### config.mk
export PLATFORM = sky130hd
export DESIGN_NAME = flash_program_write_control
export DESIGN_NICKNAME = d
export VERILOG_FILES = /design/src/flash_pw_pkg.sv /design/src/flash_program_write_control.sv
export SDC_FILE = /design/constraint.sdc
export NUM_CORES = 1
export LEC_CHECK = 0
export BUFFER_PORTS_ARGS = -buffer_cell sky130_fd_sc_hd__buf_4
export CAP_MARGIN = 30
export CORE_ASPECT_RATIO = 1.75
export CORE_UTILIZATION = 43
export CTS_BUF_LIST = sky130_fd_sc_hd__clkbuf_8
export DETAILED_ROUTE_END_ITERATION = 7
export GPL_TIMING_DRIVEN = 0
export SYNTH_ARGS = -nofsm -noshare
export SYNTH_HDL_FRONTEND = slang
export SYNTH_SLANG_ARGS = --single-unit
### constraint.sdc
create_clock -name clk -period 25.3 [get_ports clk]
set_input_delay 2.53 -clock clk [delete_from_list [all_inputs] [get_ports clk]]
set_output_delay 2.53 -clock clk [all_outputs]
set_load 0.1 [all_outputs]
### src/flash_pw_pkg.sv
// constants and types for the flash program and erase sequencer
package flash_pw_pkg;
    // ========================================
    // register map, word index on the port
    localparam logic [2:0] A_ADDR_LO = 3'h0; // flash_address_low
    localparam logic [2:0] A_ADDR_HI = 3'h1; // flash_address_high
    localparam logic [2:0] A_DAT_LO = 3'h2; // program_word_low_data
    localparam logic [2:0] A_DAT_HI = 3'h3; // program_word_high_data
    localparam logic [2:0] A_CTRL = 3'h4; // control and flags
    localparam logic [2:0] A_KEY = 3'h5; // unlock_key_register
    localparam logic [2:0] A_STAT = 3'h6; // interrupt status
    localparam logic [2:0] A_MASK = 3'h7; // interrupt mask
    // ========================================
    // control register bit positions
    localparam int C_START = 0;
    localparam int C_EN = 2;
    localparam int C_ERR = 3;
    localparam int C_ERASE = 4;
    localparam int C_LATCH = 5;
    // interrupt status bit positions
    localparam int S_DONE = 0;
    localparam int S_ERR = 1;
    // ========================================
    // values
    localparam logic [7:0] KEY_FIRST = 8'h55;
    localparam logic [7:0] KEY_SECOND = 8'hAA;
    localparam logic [13:0] BLANK_WORD = 14'h3FFF;
    localparam logic [7:0] HI_ADDR_PAD = 8'h80; // top bit reads one
    localparam logic [7:0] ZERO8 = 8'h00;
    localparam int ROW_WORDS = 32;
    localparam int IDX_W = 5; // word index inside a row
    localparam int ADDR_W = 15;
    localparam int ROW_W = ADDR_W - IDX_W;
    localparam int CNT_W = 16;
    // ========================================
    // types
    typedef enum logic [1:0] {UK_IDLE, UK_HALF, UK_OPEN} key_e;
    typedef enum logic [1:0] {ST_IDLE, ST_ERASE, ST_PROG} op_e;
    typedef struct packed {
        logic [2:0] addr;
        logic [7:0] wdata;
        logic wr;
        logic rd;
    } bus_req_s;
    typedef struct packed {
        logic erase; // row erase running
        logic prog; // row program running
        logic [ROW_W-1:0] row; // target row
    } flash_cmd_s;
endpackage

### src/flash_program_write_control.sv
// flash program and erase sequencer with unlock and error logic
//
// Design decisions made here: the address-and-strobe port and the placing of the registers.
`timescale 1ns/1ps
`default_nettype none
module flash_program_write_control
    import flash_pw_pkg::*;
#(
    parameter int ERASE_CYCLES = 1000, // erase time in clk cycles
    parameter int PROG_CYCLES = 500 // row program time in clk cycles
) (
    input wire logic clk,
    input wire logic sys_rst,
    input wire bus_req_s bus,
    output logic [7:0] rdata,
    input wire logic core_rst_req,
    input wire logic [ADDR_W-1:0] wp_base,
    input wire logic [IDX_W-1:0] latch_idx,
    output logic [13:0] latch_data,
    output flash_cmd_s flash_cmd,
    output logic irq
);
    // ========================================
    // state
    logic [7:0] adr_lo, next_adr_lo; // flash_address_low
    logic [6:0] adr_hi, next_adr_hi; // flash_address_high
    logic [7:0] dat_lo, next_dat_lo; // program_word_low_data
    logic [5:0] dat_hi, next_dat_hi; // program_word_high_data
    logic latch_only_select, next_latch_only_select;
    logic erase_sel, next_erase_sel;
    logic program_erase_enable, next_program_erase_enable;
    logic program_error_flag, next_program_error_flag;
    logic start, next_start;
    key_e key, next_key; // unlock progress
    op_e op, next_op; // running operation
    logic [CNT_W-1:0] cnt, next_cnt; // cycles left
    logic [1:0] stat, next_stat; // sticky events
    logic [1:0] mask, next_mask;
    logic [7:0] next_rdata;
    logic next_irq;
    flash_cmd_s next_cmd;
    logic lat_wr, lat_clr; // latch array strobes
    logic [13:0] latch [ROW_WORDS]; // row write latches
    logic [ADDR_W-1:0] addr; // full flash address

    // address at or above the base is write-protected
    function automatic logic is_prot(input logic [ADDR_W-1:0] a,
                                     input logic [ADDR_W-1:0] b);
        return a >= b;
    endfunction
    // one-cycle write to a given register
    function automatic logic wr_hit(input bus_req_s q,
                                    input logic [2:0] a);
        return q.wr && (q.addr == a);
    endfunction
    assign addr = {adr_hi, adr_lo};
    // ========================================
    // next-state logic for registers and sequencer
    always_comb begin
        logic err_set, done_ev, start_wr; // per-cycle events
        err_set = 1'b0;
        done_ev = 1'b0;
        start_wr = 1'b0;
        next_adr_lo = adr_lo;
        next_adr_hi = adr_hi;
        next_dat_lo = dat_lo;
        next_dat_hi = dat_hi;
        next_latch_only_select = latch_only_select;
        next_erase_sel = erase_sel;
        next_program_erase_enable = program_erase_enable;
        next_program_error_flag = program_error_flag;
        next_start = start;
        next_key = key;
        next_op = op;
        next_cnt = cnt;
        next_mask = mask;
        next_cmd = flash_cmd;
        lat_wr = 1'b0;
        lat_clr = 1'b0;
        // plain register writes
        if (wr_hit(bus, A_ADDR_LO)) begin
            next_adr_lo = bus.wdata;
        end
        if (wr_hit(bus, A_ADDR_HI)) begin
            next_adr_hi = bus.wdata[6:0];
        end
        if (wr_hit(bus, A_DAT_LO)) begin
            next_dat_lo = bus.wdata;
        end
        if (wr_hit(bus, A_DAT_HI)) begin
            next_dat_hi = bus.wdata[5:0];
        end
        if (wr_hit(bus, A_MASK)) begin
            next_mask = bus.wdata[1:0];
        end
        if (wr_hit(bus, A_CTRL)) begin
            next_latch_only_select = bus.wdata[C_LATCH];
            next_erase_sel = bus.wdata[C_ERASE];
            next_program_erase_enable = bus.wdata[C_EN];
            // software may write the flag either way
            next_program_error_flag = bus.wdata[C_ERR];
            start_wr = bus.wdata[C_START] && !start;
        end
        // unlock key tracking: any other write breaks it
        if (wr_hit(bus, A_KEY)) begin
            if (key == UK_IDLE && bus.wdata == KEY_FIRST) begin
                next_key = UK_HALF;
            end else if (key == UK_HALF && bus.wdata == KEY_SECOND) begin
                next_key = UK_OPEN;
            end else begin
                next_key = UK_IDLE;
                err_set = (key != UK_IDLE);
            end
        end else if (bus.wr) begin
            next_key = UK_IDLE;
            // a write other than one to the control register interrupts
            err_set = !wr_hit(bus, A_CTRL) && (key != UK_IDLE);
        end
        // start dispatch; writing zero while busy is ignored
        if (start_wr && op == ST_IDLE) begin
            if (key != UK_OPEN) begin
                err_set = 1'b1;
            end else if (!bus.wdata[C_EN]) begin
                next_start = 1'b0; // inhibited
            end else if (bus.wdata[C_ERASE]) begin
                if (is_prot(addr, wp_base)) begin
                    err_set = 1'b1;
                end else begin
                    next_op = ST_ERASE; // whole row
                    next_cnt = CNT_W'(ERASE_CYCLES - 1);
                    next_start = 1'b1;
                    next_cmd.row = addr[ADDR_W-1:IDX_W];
                end
            end else if (bus.wdata[C_LATCH]) begin
                lat_wr = 1'b1; // no protect check, no flash
                done_ev = 1'b1;
            end else if (is_prot(addr, wp_base)) begin
                err_set = 1'b1;
            end else begin
                next_op = ST_PROG;
                next_cnt = CNT_W'(PROG_CYCLES - 1);
                next_start = 1'b1;
                next_cmd.row = addr[ADDR_W-1:IDX_W];
            end
        end
        // self-timed countdown, start shows busy meanwhile
        if (op != ST_IDLE) begin
            if (cnt == '0) begin
                next_op = ST_IDLE;
                next_start = 1'b0;
                lat_clr = 1'b1; // latches go blank
                done_ev = 1'b1;
            end else begin
                next_cnt = cnt - CNT_W'(1);
            end
        end
        // core reset aborts; flag survives to report it
        if (core_rst_req) begin
            err_set = err_set || (op != ST_IDLE);
            next_op = ST_IDLE;
            next_start = 1'b0;
            next_key = UK_IDLE;
            next_cnt = '0;
            next_latch_only_select = 1'b0;
            next_erase_sel = 1'b0;
            next_program_erase_enable = 1'b0;
            done_ev = 1'b0;
            lat_wr = 1'b0;
            lat_clr = 1'b0;
        end
        // hardware set beats any software clear
        if (err_set) begin
            next_program_error_flag = 1'b1;
        end
        next_cmd.erase = (next_op == ST_ERASE);
        next_cmd.prog = (next_op == ST_PROG);
        // interrupt status: read clears, set wins
        next_stat = stat;
        if (bus.rd && bus.addr == A_STAT) begin
            next_stat = 2'h0;
        end
        next_stat[S_DONE] = next_stat[S_DONE] | done_ev;
        next_stat[S_ERR] = next_stat[S_ERR] | err_set;
        next_irq = |(next_stat & next_mask);
        // read data, valid the cycle after the strobe
        next_rdata = ZERO8;
        if (bus.rd) begin
            case (bus.addr)
                A_ADDR_LO: next_rdata = adr_lo;
                A_ADDR_HI: next_rdata = HI_ADDR_PAD | {1'b0, adr_hi};
                A_DAT_LO: next_rdata = dat_lo;
                A_DAT_HI: next_rdata = {2'b00, dat_hi};
                A_CTRL: next_rdata = {2'b00, latch_only_select,
                    erase_sel, program_error_flag,
                    program_erase_enable, 1'b0, start};
                A_STAT: next_rdata = {6'h00, stat};
                A_MASK: next_rdata = {6'h00, mask};
                default: next_rdata = ZERO8; // key reads zero
            endcase
        end
    end
    // ========================================
    // register stage
    always_ff @(posedge clk or posedge sys_rst) begin
        if (sys_rst) begin
            adr_lo <= '0;
            adr_hi <= '0;
            dat_lo <= '0;
            dat_hi <= '0;
            latch_only_select <= 1'b0;
            erase_sel <= 1'b0;
            program_erase_enable <= 1'b0;
            program_error_flag <= 1'b0;
            start <= 1'b0;
            key <= UK_IDLE;
            op <= ST_IDLE;
            cnt <= '0;
            stat <= '0;
            mask <= '0;
            rdata <= '0;
            irq <= 1'b0;
            flash_cmd <= '0;
        end else begin
            adr_lo <= next_adr_lo;
            adr_hi <= next_adr_hi;
            dat_lo <= next_dat_lo;
            dat_hi <= next_dat_hi;
            latch_only_select <= next_latch_only_select;
            erase_sel <= next_erase_sel;
            program_erase_enable <= next_program_erase_enable;
            program_error_flag <= next_program_error_flag;
            start <= next_start;
            key <= next_key;
            op <= next_op;
            cnt <= next_cnt;
            stat <= next_stat;
            mask <= next_mask;
            rdata <= next_rdata;
            irq <= next_irq;
            flash_cmd <= next_cmd;
        end
    end
    // ========================================
    // write latches; the array streams out through latch_idx
    always_ff @(posedge clk or posedge sys_rst) begin
        if (sys_rst) begin
            for (int i = 0; i < ROW_WORDS; i++) begin
                latch[i] <= BLANK_WORD;
            end
            latch_data <= BLANK_WORD;
        end else begin
            if (lat_clr) begin
                for (int i = 0; i < ROW_WORDS; i++) begin
                    latch[i] <= BLANK_WORD;
                end
            end else if (lat_wr) begin
                latch[adr_lo[IDX_W-1:0]] <= {dat_hi, dat_lo};
            end
            latch_data <= latch[latch_idx];
        end
    end
endmodule
`default_nettype wire

==> impl_results.md <==
* Starting Density at 43.5%
* Root Driver: clkbuf_8
* Area Growth Syn to Fin at 12.6%
* Synth Cell Area at 0.0266 mm²
* Status: finished, final reports clean
* Data required time of the worst path at 25910 ps
* Post-CTS Setup Inserts at 0
* Vias post-DR at 21.0k
* Number of synthesized register bits at 541
* Post-DP HPWL at 66700 µm
* Setup TNS at 0 ps
* Vias/cell at 5.71
* Most area-hungry cell type in the Yosys netlist: dfstp_2
* Top FF cell, synth: dfstp_2
* Post-synth EDFFs at 0
* Cell Rows at 120
* Ranking of synthesized cells by area: dfstp_2 46%, nand2_1 13%, mux4_2 12%
* Syn nets at 2715
* Synth Area in Simple Gates at 25.7%
* Clock buffer depth at 3
* Buf/Inv on CP at 4
* CTS Hold Bufs at 0
* Die area at 0.0630 mm²
* Data arrival, critical path at 5790 ps
* Pins Over Slew Limit at 0
* Cell family with most CP delay: buffers and inverters
* Port-buffer cells at 64
* Maxcap violations at 0
* Final Util at 49.0%
* Critical Path Sink Type: flop
* Critical setup path kind: in -> reg
* Largest net degree at the start of global routing at 130
* Crit Path Max Fanout at 10
* Setup WS post-layout at 20120 ps
* Slew Limit Headroom at 22.3%
* CP max-delay cell: buf_1
* Nets at 2875
* Total gr overflow at 0
* Drt first pass iters at 6
* Mapped Cells at 2663
* Hold crit path type: reg -> reg
* CP Launch Type: input pin
* Main combinational cell family by area after synthesis: simple AND/OR/NAND/NOR gates
* CP Cell Sequence: clkbuf_1 > buf_1 > buf_2 > buf_2 > mux4_2 > mux4_2 > mux2_2
* Met2 Track Usage GR at 49.8%
* Cell area power density at 71.9 mW/mm²
* Hold Worst Slack at 480 ps
* Die outline width at 190 µm
* Layout cell share with drive strength beyond 1 at 31.8%
* RSZ-0062 raised after global routing: no
* Routed len/inst at 24.4 µm
* Ys Warns at 0
* GP Congestion at 0.927
* Peak VDD IR at 49.3 µV
* Hold Vio Cnt, Final at 0
* Met1 usage at 31.4%
* Top achievable clock speed at 0.193 GHz
* Antenna violations before repair at 3
* Static leakage at 13.2 nW
* Final setup violation count at 0
* Worst-Skew Late Latency at 690 ps
* Starting DRT DRC Count at 1546
* Remaining antenna violation count at 0
* Clock sinks at 541
* Synth Area in Adders at 0.751%
* Xor and xnor area share after synthesis at 0%
* Post-CTS Resized at 0
* Asr flop ratio synth at 100%
* Area fraction in compound gates after synthesis at 1.93%
* Die height at 331 µm
* M3 GR Usage at 4.00%
* Minimum clock period at 5180 ps
* DRC Markers at 0
* Clock skew at 17.0 ps
* First-pass GRT wire length at 136000 µm
* Tot Pwr at 2.16 mW
* WL final at 89700 µm
* Vias in the first global route at 21.6k
* Post-synth top area share at 45.6%
* Busiest layer in global routing: met2
* Actual slew at the worst max-slew pin at 1170 ps
* Core footprint at 0.0613 mm²
* Placement Setup Slack at 19490 ps
* Ports at 71
* Syn avg cell area at 10.0 µm²
* Final Cycle Share at 20.5%
* Distinct cells, synth at 66
* H-tree depth at 3
* CTS buffer count at 83
* Clock slew at reported path FFs at 70 ps
* CTS tree: done
* Crit path largest cell delay at 710 ps
* Mux contribution to synthesized area at 14.8%
* GRT Resource Usage Total at 29.2%
* Sequential fraction of the synthesis area at 53.0%
==> final cells by class <==
type | count | area [µm²]
clock buffers | 103 | 1420
fillers | 5681 | 31300
flip-flops and latches | 541 | 14100
plain buffers | 228 | 920
well taps | 793 | 992
inverters | 26 | 105
repair buffers | 75 | 668
multi-input cells | 1868 | 11500
clock inverters | 43 | 267
diodes | 2 | 5.00
==> power by group <==
part	switching, mW	total, mW	internal (mW)
Combinational	0.261	0.384	0.123
Clock	0.361	0.758	0.397
Sequential	0.0408	1.01	0.974
==> path summary, 6_finish.rpt <==
check / start / end / slack (ps) / depth (start not counted)
hold / removal: latch[393]$_DFFE_PP1P_ / latch[393]$_DFFE_PP1P_ / 480 / 2
setup reg to reg: adr_lo[0]$_DFFE_PP0P_ / flash_cmd[2]$_DFFE_PP0P_ / 21810 / 9
max in group asynchronous: sys_rst / latch[96]$_DFFE_PP1P_ / 21110 / 5
hold reg to reg: latch[393]$_DFFE_PP1P_ / latch[393]$_DFFE_PP1P_ / 480 / 2
setup / recovery: latch_idx[0] / latch_data[9]$_DFF_PP1_ / 20120 / 7
min in group asynchronous: sys_rst / latch[31]$_DFFE_PP1P_ / 2370 / 2
==> layout by cell type (no fill, tap or decap), types with 4 or more instances in the layout <==
cell	count
buf_16	4
mux4_2	145
nor2_1	52
buf_2	37
o21ai_0	9
nor3_1	14
nand2b_1	14
ha_1	16
nor3b_1	6
or2_2	7
dfstp_2	462
nand2_1	942
a21boi_0	5
buf_1	15
and3_1	4
dfrtp_1	79
buf_8	4
nand3b_1	6
nor4_1	7
buf_4	68
mux2i_1	8
a31oi_1	5
clkinv_2	12
mux2_2	53
nand3_1	471
or3_1	10
a21oi_1	22
clkbuf_1	173
inv_1	50
nand4_1	7
clkbuf_8	103
and3b_1	5
nor2b_1	5
==> worst register-to-register path, cell delays in order (launching register included) <==
cell      delay (ps)
dfrtp_1          320
clkbuf_1         450
inv_1            230
ha_1             330
nand2b_1          90
a211oi_1          70
o311a_1          370
o211ai_1         720
buf_2            410
mux2_2           370
==> Yosys cell counts (all sizes together), types with 6 or more instances <==
cell	n
nor2	53
buf	54
clkbuf	174
nor3b	7
nand2b	14
nand2	942
nor4	8
dfrtp	79
nand3	471
a21oi	22
mux4	145
nand3b	6
mux2	53
mux2i	8
o21ai	10
inv	26
ha	16
nor3	15
or2	7
or3	10
dfstp	462
nand4	7
==> stage by stage <==
step                cells  area [µm²]
finish               3679       30000
global route         3678       30000
CTS                  3676       30000
detailed placement   3530       28300
global placement     3520       28100
floorplan            2663       26600
==> logic make-up after synthesis <==
kind of cell,after synthesis
AOI/OAI and AO/OA,75
buffers and inverters,254
adders and majority gates,16
DFF,541
muxes,206
and+or+nand+nor,1571
==> state kept, by name, summed over array words and instances, names as in the netlist, 2 cells and up <==
name / count
stat: 2
latch: 448
dat_lo: 8
dat_hi: 6
mask: 2
key: 2
flash_cmd: 12
adr_lo: 8
latch_data: 14
cnt: 16
rdata: 8
adr_hi: 7
op: 2
==> routing by layer <==
metal | share of wire [%] | up-vias | routed length (µm)
met5 | 0.023 | - | 21
met4 | 9.9 | 4 | 8840
met3 | 4.5 | 278 | 4020
met2 | 51 | 737 | 45500
met1 | 35 | 10583 | 31300
li1 | - | 9392 | -
Power figures use the tool's default switching activity.
